### config.mk
export PLATFORM = sky130hd
export DESIGN_NAME = cms_ctrl
export DESIGN_NICKNAME = d
export VERILOG_FILES = /design/src/design/cms_pkg.sv /design/src/design/cms_evt_if.sv /design/src/design/cms_irq_encoder.sv /design/src/design/cms_ctrl.sv
export VERILOG_INCLUDE_DIRS = /design/src /design/src/design
export SDC_FILE = /design/constraint.sdc
export NUM_CORES = 1
export LEC_CHECK = 0
export ABC_AREA = 0
export BUFFER_PORTS_ARGS = -buffer_cell sky130_fd_sc_hd__buf_2
export CAP_MARGIN = 20
export CORE_ASPECT_RATIO = 1.1
export CORE_MARGIN = 8
export CORE_UTILIZATION = 30
export CTS_BUF_LIST = sky130_fd_sc_hd__clkbuf_8
export DETAILED_ROUTE_END_ITERATION = 6
export SYNTH_ARGS = -nofsm -noshare
export SYNTH_HDL_FRONTEND = slang
export SYNTH_HIERARCHICAL = 1
export SYNTH_SLANG_ARGS = --single-unit
### constraint.sdc
create_clock -name aclk -period 1.3 [get_ports aclk]
set_input_delay 0.325 -clock aclk [delete_from_list [all_inputs] [get_ports aclk]]
set_output_delay 0.325 -clock aclk [all_outputs]
set_load 0.01 [all_outputs]
### src/design/cms_defines.svh
// Offsets, field positions, reset values and codes of the mode/status control block.
// Included by the encoder, the control top and the bench; definitions only.
`ifndef CMS_DEFINES_SVH
`define CMS_DEFINES_SVH

`define CMS_OFF_CONTROL 4'h0
`define CMS_OFF_STATUS 4'h4
`define CMS_OFF_FUNC 4'h8
`define CMS_OFF_FIFO 4'hC
`define CMS_REQ_CONFIG 3'h4
`define CMS_REQ_LISTEN 3'h3
`define CMS_REQ_LOOP 3'h2
`define CMS_REQ_SLEEP 3'h1
`define CMS_REQ_NORMAL 3'h0
`define CMS_CTL_REQ_LSB 5
`define CMS_CTL_ABORT_BIT 4
`define CMS_CTL_WIN_LSB 1
`define CMS_FMODE_LEGACY 2'h0
`define CMS_FMODE_ENH 2'h1
`define CMS_FMODE_FIFO 2'h2
`define CMS_IC_NONE 5'h00
`define CMS_IC_ERR 5'h02
`define CMS_IC_TX2 5'h04
`define CMS_IC_TX1 5'h06
`define CMS_IC_TX0 5'h08
`define CMS_IC_RX1_M0 5'h0A
`define CMS_IC_RX0_M0 5'h0C
`define CMS_IC_WAKE_M0 5'h0E
`define CMS_IC_WAKE_EN 5'h0E
`define CMS_IC_RX0_EN 5'h10
`define CMS_IC_RX1_EN 5'h11
`define CMS_IC_PROG0_EN 5'h12
`define CMS_WIN_RX0 3'h0
`define CMS_WIN_RX1 3'h5
`define CMS_WIN_TX0 3'h4
`define CMS_WIN_TX1 3'h3
`define CMS_WIN_TX2 3'h2
`define CMS_FP_LAST 4'h7
`define CMS_RESP_OKAY 2'h0
`define CMS_RESP_SLVERR 2'h2

`endif

### src/design/cms_pkg.sv
// Types shared by the mode/status control block.
// Assumes cms_defines.svh for numeric values.
package cms_pkg;
  typedef enum logic [2:0] {
    CMS_OP_NORMAL = 3'h0,
    CMS_OP_SLEEP = 3'h1,
    CMS_OP_LOOP = 3'h2,
    CMS_OP_LISTEN = 3'h3,
    CMS_OP_CONFIG = 3'h4
  } cms_mode_status_e;
  typedef logic [4:0] cms_irq_source_code_t;
endpackage

### src/design/cms_evt_if.sv
// Interrupt event bundle between the control top and the code encoder.
// Assumes one clock domain.
`timescale 1ns/1ps
interface cms_evt_if;
  logic err;
  logic wake;
  logic [2:0] tx;
  logic [1:0] rx;
  logic [5:0] prog;
  logic [5:0] prog_is_rx;
  logic [1:0] fmode;
  logic [4:0] code;
  modport src (output err, wake, tx, rx, prog, prog_is_rx, fmode, input code);
  modport enc (input err, wake, tx, rx, prog, prog_is_rx, fmode, output code);
endinterface

### src/design/cms_irq_encoder.sv
// Prioritized interrupt source encoder, combinational.
// Assumes event levels held by the protocol engine until serviced.
`timescale 1ns/1ps
`include "cms_defines.svh"
module cms_irq_encoder (
  cms_evt_if.enc ev
);
  always_comb begin
    ev.code = `CMS_IC_NONE;
    if (ev.fmode == `CMS_FMODE_LEGACY) begin
      // Codes of TX0-TX2 and RX1 match the window encoding so software can copy them over; the RX0 code gives 110, not window 000
      if (ev.err) ev.code = `CMS_IC_ERR;
      else if (ev.tx[2]) ev.code = `CMS_IC_TX2;
      else if (ev.tx[1]) ev.code = `CMS_IC_TX1;
      else if (ev.tx[0]) ev.code = `CMS_IC_TX0;
      else if (ev.rx[1]) ev.code = `CMS_IC_RX1_M0;
      else if (ev.rx[0]) ev.code = `CMS_IC_RX0_M0;
      else if (ev.wake) ev.code = `CMS_IC_WAKE_M0;
    end else begin
      if (ev.err) ev.code = `CMS_IC_ERR;
      else if (ev.tx[2]) ev.code = `CMS_IC_TX2;
      else if (ev.tx[1]) ev.code = `CMS_IC_TX1;
      else if (ev.tx[0]) ev.code = `CMS_IC_TX0;
      else if (ev.wake) ev.code = `CMS_IC_WAKE_EN;
      else if (ev.rx[0]) ev.code = `CMS_IC_RX0_EN;
      else if (ev.rx[1]) ev.code = `CMS_IC_RX1_EN;
      else begin
        for (int i = 5; i >= 0; i--) begin
          if (ev.prog[i]) begin
            // Receiving programmable buffers report the shared receive code
            ev.code = ev.prog_is_rx[i] ? `CMS_IC_RX0_EN : (`CMS_IC_PROG0_EN + 5'(i));
          end
        end
      end
    end
  end
endmodule

### src/design/cms_ctrl.sv
// Mode request / status, abort-all and window/interrupt-code control with AXI4-Lite regs.
// Assumes a protocol engine that reports bus idle and abort completion synchronously.
//
// Added by the designer: the register addresses and the AXI4-Lite slave port.
`timescale 1ns/1ps
`include "cms_defines.svh"
module cms_ctrl (
  // Clock and reset
  input wire logic aclk,
  input wire logic aresetn,
  // AXI4-Lite write address
  input wire logic [3:0] s_axi_awaddr,
  input wire logic s_axi_awvalid,
  output logic s_axi_awready,
  // AXI4-Lite write data
  input wire logic [31:0] s_axi_wdata,
  input wire logic [3:0] s_axi_wstrb,
  input wire logic s_axi_wvalid,
  output logic s_axi_wready,
  // AXI4-Lite write response
  output logic [1:0] s_axi_bresp,
  output logic s_axi_bvalid,
  input wire logic s_axi_bready,
  // AXI4-Lite read address
  input wire logic [3:0] s_axi_araddr,
  input wire logic s_axi_arvalid,
  output logic s_axi_arready,
  // AXI4-Lite read data
  output logic [31:0] s_axi_rdata,
  output logic [1:0] s_axi_rresp,
  output logic s_axi_rvalid,
  input wire logic s_axi_rready,
  // Protocol engine status
  input wire logic bus_idle,
  input wire logic tx_abort_done,
  input wire logic [3:0] fifo_read_pointer,
  input wire logic evt_err,
  input wire logic evt_wake,
  input wire logic [2:0] evt_tx,
  input wire logic [1:0] evt_rx,
  input wire logic [5:0] evt_prog,
  input wire logic [5:0] evt_prog_is_rx,
  // Protocol engine control
  output logic [2:0] mode_status_ff,
  output logic abort_all_tx_ff,
  output logic [2:0] buffer_window_select_ff,
  output logic [1:0] functional_mode_select_ff
);
  logic [2:0] mode_request_ff;
  cms_pkg::cms_irq_source_code_t irq_code_ff;
  logic [3:0] aw_addr_ff;
  logic aw_full_ff;
  logic [31:0] w_data_ff;
  logic [3:0] w_strb_ff;
  logic w_full_ff;
  logic [7:0] ctl_read;
  logic [7:0] stat_read;
  logic wr_fire;
  logic ctl_wr;
  logic fmode_wr;
  logic [2:0] nxt_mode_status;
  logic [2:0] wr_req_field;
  logic [2:0] wr_win_field;
  logic cfg_req;
  logic ctl_rd_take;

  cms_evt_if evt ();
  assign evt.err = evt_err;
  assign evt.wake = evt_wake;
  assign evt.tx = evt_tx;
  assign evt.rx = evt_rx;
  assign evt.prog = evt_prog;
  assign evt.prog_is_rx = evt_prog_is_rx;
  assign evt.fmode = functional_mode_select_ff;

  cms_irq_encoder u_enc (
    .ev(evt)
  );

  // Write channel: address and data taken in either order, then one response
  assign wr_fire = aw_full_ff && w_full_ff && !s_axi_bvalid;
  assign ctl_wr = wr_fire && (aw_addr_ff == `CMS_OFF_CONTROL) && w_strb_ff[0];
  assign fmode_wr = wr_fire && (aw_addr_ff == `CMS_OFF_FUNC) && w_strb_ff[0];

  // Field views used by the checks below
  assign wr_req_field = w_data_ff[`CMS_CTL_REQ_LSB +: 3];
  assign wr_win_field = w_data_ff[`CMS_CTL_WIN_LSB +: 3];
  assign cfg_req = mode_request_ff[2];
  assign ctl_rd_take = s_axi_arvalid && s_axi_arready && (s_axi_araddr[3:2] == 2'h0);

  always_ff @(posedge aclk) begin
    if (!aresetn) begin
      aw_full_ff <= 1'b0;
      aw_addr_ff <= 4'h0;
      s_axi_awready <= 1'b0;
    end else begin
      s_axi_awready <= !aw_full_ff && !(s_axi_awvalid && s_axi_awready);
      if (s_axi_awvalid && s_axi_awready) begin
        aw_full_ff <= 1'b1;
        aw_addr_ff <= {s_axi_awaddr[3:2], 2'b00};
      end else if (wr_fire) begin
        aw_full_ff <= 1'b0;
      end
    end
  end

  always_ff @(posedge aclk) begin
    if (!aresetn) begin
      w_full_ff <= 1'b0;
      w_data_ff <= 32'h0000_0000;
      w_strb_ff <= 4'h0;
      s_axi_wready <= 1'b0;
    end else begin
      s_axi_wready <= !w_full_ff && !(s_axi_wvalid && s_axi_wready);
      if (s_axi_wvalid && s_axi_wready) begin
        w_full_ff <= 1'b1;
        w_data_ff <= s_axi_wdata;
        w_strb_ff <= s_axi_wstrb;
      end else if (wr_fire) begin
        w_full_ff <= 1'b0;
      end
    end
  end

  always_ff @(posedge aclk) begin
    if (!aresetn) begin
      s_axi_bvalid <= 1'b0;
      s_axi_bresp <= `CMS_RESP_OKAY;
    end else if (wr_fire) begin
      s_axi_bvalid <= 1'b1;
      s_axi_bresp <= (aw_addr_ff == `CMS_OFF_CONTROL || aw_addr_ff == `CMS_OFF_FUNC ||
                      aw_addr_ff == `CMS_OFF_STATUS || aw_addr_ff == `CMS_OFF_FIFO) ?
                     `CMS_RESP_OKAY : `CMS_RESP_SLVERR;
    end else if (s_axi_bready) begin
      s_axi_bvalid <= 1'b0;
    end
  end

  // Control fields
  always_ff @(posedge aclk) begin
    if (!aresetn) begin
      mode_request_ff <= `CMS_REQ_CONFIG;
      buffer_window_select_ff <= `CMS_WIN_RX0;
    end else if (ctl_wr) begin
      mode_request_ff <= w_data_ff[`CMS_CTL_REQ_LSB +: 3];
      if (functional_mode_select_ff == `CMS_FMODE_LEGACY) begin
        buffer_window_select_ff <= w_data_ff[`CMS_CTL_WIN_LSB +: 3];
      end
    end
  end

  // Functional mode may only change while configuration mode is in force
  always_ff @(posedge aclk) begin
    if (!aresetn) begin
      functional_mode_select_ff <= `CMS_FMODE_LEGACY;
    end else if (fmode_wr && mode_status_ff == `CMS_REQ_CONFIG) begin
      functional_mode_select_ff <= w_data_ff[1:0];
    end
  end

  // Abort: software can only set, hardware clears; a new set beats the done pulse
  always_ff @(posedge aclk) begin
    if (!aresetn) begin
      abort_all_tx_ff <= 1'b0;
    end else if (ctl_wr && w_data_ff[`CMS_CTL_ABORT_BIT]) begin
      abort_all_tx_ff <= 1'b1;
    end else if (tx_abort_done) begin
      abort_all_tx_ff <= 1'b0;
    end
  end

  // Mode in force: configuration waits for idle, others apply at once
  always_comb begin
    nxt_mode_status = mode_status_ff;
    if (mode_request_ff[2]) begin
      if (bus_idle) nxt_mode_status = `CMS_REQ_CONFIG;
    end else begin
      nxt_mode_status = mode_request_ff;
    end
  end

  always_ff @(posedge aclk) begin
    if (!aresetn) begin
      mode_status_ff <= `CMS_REQ_CONFIG;
    end else begin
      mode_status_ff <= nxt_mode_status;
    end
  end

  always_ff @(posedge aclk) begin
    if (!aresetn) begin
      irq_code_ff <= `CMS_IC_NONE;
    end else begin
      irq_code_ff <= evt.code;
    end
  end

  // Read views depend on functional mode
  always_comb begin
    ctl_read = {mode_request_ff, abort_all_tx_ff, 4'h0};
    stat_read = {mode_status_ff, irq_code_ff};
    unique case (functional_mode_select_ff)
      `CMS_FMODE_LEGACY: begin
        ctl_read[3:1] = buffer_window_select_ff;
        stat_read[4] = 1'b0;
        stat_read[0] = 1'b0;
      end
      `CMS_FMODE_FIFO: begin
        ctl_read[3:0] = fifo_read_pointer;
      end
      default: begin
      end
    endcase
  end

  always_ff @(posedge aclk) begin
    if (!aresetn) begin
      s_axi_arready <= 1'b0;
      s_axi_rvalid <= 1'b0;
      s_axi_rdata <= 32'h0000_0000;
      s_axi_rresp <= `CMS_RESP_OKAY;
    end else begin
      s_axi_arready <= !s_axi_rvalid && !(s_axi_arvalid && s_axi_arready);
      if (s_axi_arvalid && s_axi_arready) begin
        s_axi_rvalid <= 1'b1;
        s_axi_rresp <= `CMS_RESP_OKAY;
        unique case ({s_axi_araddr[3:2], 2'b00})
          `CMS_OFF_CONTROL: s_axi_rdata <= {24'h000000, ctl_read};
          `CMS_OFF_STATUS: s_axi_rdata <= {24'h000000, stat_read};
          `CMS_OFF_FUNC: s_axi_rdata <= {30'h00000000, functional_mode_select_ff};
          `CMS_OFF_FIFO: s_axi_rdata <= {28'h0000000, fifo_read_pointer};
          default: begin
            s_axi_rdata <= 32'h0000_0000;
            s_axi_rresp <= `CMS_RESP_SLVERR;
          end
        endcase
      end else if (s_axi_rready) begin
        s_axi_rvalid <= 1'b0;
      end
    end
  end
endmodule

==> reports/results.tsv, run 1 <==
stage	metric	value	unit
yosys	yosys-top-cells-area	dfxtp_1 (39%), buf_4 (9.4%), a21oi_1 (7.4%)	
power_and_ir_drop	pwr_density_cell	933	mW/mm^2
worst_setup_path	path_class	reg2reg	
yosys	synth-seq-area-share	39.3	%
worst_setup_path	required	1.50	ns
hold_path	hold_start	s_axi_wdata[5]	
timing	fin_crit	1.26	ns
layout	area_growth	28.3	%
yosys	netlist_area	0.00224	sq mm
layout	utilization	39.2	%
placement	gp_congestion	0.824	
clock_tree	cts.sinks	44	
floorplan	ios	126	
power_and_ir_drop	p_total	2680	uW
timing	finalWorstSetupSlack	0.0356	ns
timing	period_share	97.3	%
yosys	synth_async_sr_flop_share	0	%
global_route	grt_pass1_vias	2135	
clock_tree	cts_max_path_buffers	2	
outcome	outcome	completed	
clock_tree	clk_latency	0.30	ns
clock_tree	cts_made_buffers	5	
hold_path	hold_depth	3	
worst_setup_path	cp.arrival	1.47	ns
worst_setup_path	cp-end-kind	flop	
placement	io_buffers	67	
placement	pre_cts_slack	-0.136	ns
floorplan	core	0.00735	sq mm
floorplan	die_x	98.5	um
yosys	synth_cell_type_count	47	
routing	ant_nets	0	
global_route	antenna_found_initial	0	
global_route	grt_max_degree	30	
run	max_cap_viol_count	0	
timing	tns	0	ns
timing	setup_viol	0	
global_route	grt_use_total	11.3	%
layout	final_nets	424	
hold_path	hold_path_end	w_data_ff[5]	
floorplan	num_rows	33	
worst_setup_path	reg2reg_setup_slack	0.04	ns
timing	finalClockSkew	0.00836	ns
routing	totalWireLength	5.89	mm
yosys	syn_avg_cell_area	8.56	sq um
timing	rsz0062_at_grt	yes	
layout	antenna_cells	0	
yosys	ys_ff_latch	44	
placement	dp_hpwl	4.67	mm
clock_tree	root_buffer	clkbuf_8	
routing	drc_errors	0	
clock_tree	cts.clk_slew.worst_paths	0.08	ns
worst_setup_path	worst_r2r_startpoint	functional_mode_select_ff[1]	
power_and_ir_drop	ir_drop	439	uV
global_route	grt-ovfl-total	0	
timing	finalHoldViolations	0	
floorplan	start_util	30.5	%
worst_setup_path	cp-start-kind	flop	
floorplan	dieArea	0.0105	sq mm
routing	dr.first_iter.drc_count	68	
yosys	synth_cells	262	
yosys	yosysTopAreaCell	dfxtp_1	
layout	final_common_cell	buf_2	
layout	instances_no_fill	436	
routing	vias_per_cell	4.74	
timing	max_freq	791	MHz
power_and_ir_drop	p_leak	0.00126	uW
routing	num_vias	2067	
placement	dp.cells	420	
timing	slew_violations	0	
clock_tree	htree_levels	2	
clock_tree	tritoncts	yes	
yosys	yosys.area.top_type_share	39.3	%
yosys	yosys_most_used_dff	dfxtp_1	
yosys	synth_edf_count	0	
routing	wl_per_cell	13.5	um
routing	first_pass_iters	5	
layout	mostFrequentLayoutCells	buf_2 (66), dfxtp_1 (42), nand2_1 (34)	
worst_setup_path	r2r-end	s_axi_rdata[1]	
hold_path	hold_class	in2reg	
global_route	grt_pass1_wl	9.84	mm
yosys	yosysWarnings	6	
floorplan	die_h	107	um
worst_setup_path	critPathMaxFanout	6	
layout	nFillCells	768	
layout	drive_above_1_share	33.5	%
worst_setup_path	rr_worst_depth	4	
-- through the flow --
stage                     instance area (sq um)  hold WS [ns]
after floorplan                            2340         0.437
after detailed placement                   2670         0.451
after global placement                     2670         0.434
after CTS                                  2820         0.247
final                                      2880         0.251
after global routing                       2880         0.253
-- cells by family (layout without fill, tap and decap cells) --
group,Yosys count,in the layout,share of synthesized area [%]
DFF,44,44,39.3
other,1,27,0.167
AOI/OAI and AO/OA,69,69,19.9
muxes,8,8,3.74
buffers and inverters,48,109,13.1
and+or+nand+nor,92,92,23.9
-- worst max-delay path by stage --
| stage | to | slack, ns | from | cells past startpoint |
|---|---|---|---|---|
| after CTS | irq_code_ff[2] | -0.006 | functional_mode_select_ff[1] | 5 |
| after global routing | irq_code_ff[2] | -0.04 | functional_mode_select_ff[1] | 5 |
| final | s_axi_rdata[1] | 0.04 | functional_mode_select_ff[1] | 4 |
| after detailed placement | irq_code_ff[2] | -0.14 | evt_prog_is_rx[5] | 6 |
| after global placement | irq_code_ff[2] | -0.12 | evt_prog_is_rx[5] | 6 |
| after floorplan | irq_code_ff[0] | 0.05 | evt_prog_is_rx[5] | 5 |
-- metal layers --
layer	up-vias	GRT usage, %	part of all wire (%)
li1	1044	-	-
met1	950	12.3	41
met2	66	20.1	50
met3	7	3.05	6.7
met4	0	4.61	1.8
met5	-	0	0
-- critical path, stage by stage (launching register included) --
cell and delay (ns):
dfxtp_2 0.34, buf_6 0.13, buf_4 0.15, o311a_1 0.34, a31o_1 0.21
-- registers in the layout (all words and copies together), names as in the netlist, 2 cells and up --
| signal | flops |
|---|---|
| s_axi_rdata | 8 |
| mode_status_ff | 3 |
| mode_request_ff | 3 |
| w_data_ff | 8 |
| buffer_window_select_ff | 3 |
| aw_addr_ff | 2 |
| irq_code_ff | 5 |
| functional_mode_select_ff | 2 |
-- synth_stat cells (all sizes together) (2+ instances only) --
master and instances:
dfxtp 44, o21ai 14, clkbuf 4, and2 8, mux2i 5, o41ai 3
nand2 34, a2111oi 2, mux2 3, a31oi 4, inv 9, nand2b 9
nor4 5, a221oi 2, nand3 10, and3 3, a31o 2, nand4 3
o211ai 3, a21oi 33, buf 35, nor2 4, nor3 3, nand3b 4
and3b 2, or3b 2
-- cell type report --
type	instances	area (sq um)	area share, %
multi-input combinational	196	1210	42.0
inverter	9	33.8	1.17
clock buffer	6	82.6	2.87
clock inverter	2	11.3	0.391
tap	87	109	3.78
timing repair buffer	92	549	19.1
sequential	44	883	30.7
-- what timing repair did --
item                                    in CTS  in global routing
endpoints found under the setup margin       2                  8
pin swaps                                    0                  3
gates resized for setup                      2                 11
buffers inserted                             7                  1
hold buffers                                 0                  0
-- power breakdown --
part           switching (uW)  internal (uW)
sequential               29.6           1390
combinational             219            161
clock                     457            424
(Power assumes the default switching activity.)
==> inputs of run 2 (changes only) <==
Settings changed: RECOVER_POWER from default to 25.
==> reports/results.tsv, run 2 (same netlist as run 1, synthesis figures left out) <==
stage	metric	value	unit	change
layout	area_growth	28.3	%	unchanged
layout	antenna_cells	0		unchanged
worst_setup_path	reg2reg_setup_slack	0.04	ns	about the same
timing	rsz0062_at_grt	yes		
layout	nFillCells	768		unchanged
clock_tree	root_buffer	clkbuf_8		
power_and_ir_drop	p_leak	0.00126	uW	-0.13%
worst_setup_path	critPathLaunch	functional_mode_select_ff[1]		
floorplan	ios	126		unchanged
worst_setup_path	r2r-end	s_axi_rdata[1]		
global_route	busiest_layer	met2		
clock_tree	clk_latency	0.30	ns	about the same
routing	dr.first_iter.drc_count	68		unchanged
worst_setup_path	crit_end	s_axi_rdata[1]		
timing	finalClockSkew	0.00832	ns	-0.0000379 ns
global_route	grt-ovfl-total	0		unchanged
floorplan	dieArea	0.0105	sq mm	unchanged
run	max_cap_viol_count	0		unchanged
timing	finalHoldViolations	0		unchanged
power_and_ir_drop	pwr_density_cell	932	mW/mm^2	about the same
routing	num_vias	2068		+0.048%
clock_tree	cts_made_buffers	5		unchanged
floorplan	core	0.00735	sq mm	unchanged
timing	period_share	97.3	%	about the same
global_route	grt_pass1_wl	9.84	mm	unchanged
timing	fin_crit	1.26	ns	-0.0000855 ns
global_route	grt_util_met2	20.1	%	unchanged
global_route	gr-usage-met3	3.05	%	unchanged
routing	wl_per_cell	13.5	um	about the same
timing	setup_viol	0		unchanged
routing	ant_nets	0		unchanged
clock_tree	cts_max_path_buffers	2		unchanged
routing	vias_per_cell	4.74		about the same
clock_tree	tritoncts	yes		
hold_path	hold_class	in2reg		
routing	totalWireLength	5.89	mm	about the same
floorplan	num_rows	33		unchanged
routing	drc_errors	0		unchanged
global_route	grt_max_degree	30		unchanged
floorplan	start_util	30.5	%	unchanged
layout	final_nets	424		unchanged
timing	tns	0	ns	unchanged
timing	max_freq	791	MHz	about the same
placement	dp_hpwl	4.67	mm	unchanged
global_route	grtUsageMet1	12.3	%	unchanged
worst_setup_path	cp-end-kind	flop		
global_route	grt_use_total	11.3	%	unchanged
floorplan	die_h	107	um	unchanged
clock_tree	cts.clk_slew.worst_paths	0.08	ns	about the same
placement	gp_congestion	0.824		unchanged
layout	reg_top3	s_axi_rdata: 8 flops, w_data_ff: 8 flops, irq_code_ff: 5 flops		
layout	mostFrequentLayoutCells	buf_2 (66), dfxtp_1 (42), nand2_1 (34)		
layout	utilization	39.2	%	unchanged
clock_tree	htree_levels	2		unchanged
worst_setup_path	rr_worst_depth	4		unchanged
worst_setup_path	critPathMaxFanout	6		unchanged
worst_setup_path	cp-start-kind	flop		
global_route	antenna_found_initial	0		unchanged
worst_setup_path	path_class	reg2reg		
outcome	outcome	completed		
power_and_ir_drop	ir_drop	439	uV	about the same
layout	drive_above_1_share	33.5	%	unchanged
worst_setup_path	required	1.50	ns	about the same
worst_setup_path	cp.arrival	1.47	ns	about the same
floorplan	die_x	98.5	um	unchanged
placement	io_buffers	67		unchanged
clock_tree	cts_hold_buf	0		unchanged
layout	final_common_cell	buf_2		
global_route	grt_pass1_vias	2135		unchanged
timing	slew_violations	0		unchanged
routing	first_pass_iters	4		-1
worst_setup_path	worst_r2r_startpoint	functional_mode_select_ff[1]		
clock_tree	cts.sinks	44		unchanged
[run 2: changes by cell type in the layout (fill, tap and decap cells not counted)]
| cell | delta |
|---|---|
| and2_0 | +2 |
| and2_1 | -2 |
[run 2: cell type report]
| class | instances | area (sq um) | share of cell area [%] |
|---|---|---|---|
| clock buffer | 6 | 82.6 | 2.87 |
| clock inverter | 2 | 11.3 | 0.391 |
| inverter | 9 | 33.8 | 1.17 |
| multi-input combinational | 196 | 1210 | 42.0 |
| sequential | 44 | 883 | 30.7 |
| tap | 87 | 109 | 3.78 |
| timing repair buffer | 92 | 549 | 19.1 |
[run 2: where the power goes]
part           total [uW]  switching (uW)  internal [uW]
combinational         380             220            161
clock                 880             457            424
sequential           1420            29.8           1390
total                2680             706           1980
[run 2: per-layer routing]
| metal | vias to the layer above | wire length (um) |
|---|---|---|
| li1 | 1043 | - |
| met1 | 957 | 2460 |
| met2 | 59 | 2960 |
| met3 | 9 | 356 |
| met4 | 0 | 115 |
| met5 | - | 0 |
[run 2: worst min path at each step]
stage / from / end / slack [ns] / cells after the start
6_report: s_axi_wdata[5] / w_data_ff[5] / 0.25 / 3
5_1_grt: s_axi_wdata[5] / w_data_ff[5] / 0.25 / 3
4_1_cts: s_axi_wdata[5] / w_data_ff[5] / 0.25 / 3
3_5_place_dp: w_data_ff[6] / w_data_ff[6] / 0.45 / 2
3_3_place_gp: s_axi_rvalid / s_axi_arready / 0.43 / 1
2_1_floorplan: w_data_ff[4] / w_data_ff[4] / 0.44 / 2
[run 2: repair_timing]
action / in CTS / in global routing
hold endpoints to repair: 0 / 0
pin swaps: 0 / 3
setup endpoints to repair: 2 / 8
setup buffers: 7 / 1
gates resized for setup: 2 / 11
[run 2: stage by stage]
| stage | hold WS [ns] | setup WS, ns | area, sq um | std cells | power, uW |
|---|---|---|---|---|---|
| CTS | 0.247 | -0.00557 | 2820 | 435 | 2700 |
| floorplan | 0.437 | 0.0470 | 2340 | 288 | 1710 |
| global route | 0.253 | -0.0365 | 2880 | 436 | 2820 |
| detailed placement | 0.451 | -0.136 | 2670 | 420 | 1830 |
| finish | 0.251 | 0.0357 | 2880 | 436 | 2680 |
| global placement | 0.434 | -0.119 | 2670 | 420 | 1820 |
[run 2: worst max-delay path, stage by stage, from the launching register on]
cell	delay, ns
dfxtp_2	0.34
buf_6	0.13
buf_4	0.15
o311a_1	0.34
a31o_1	0.21
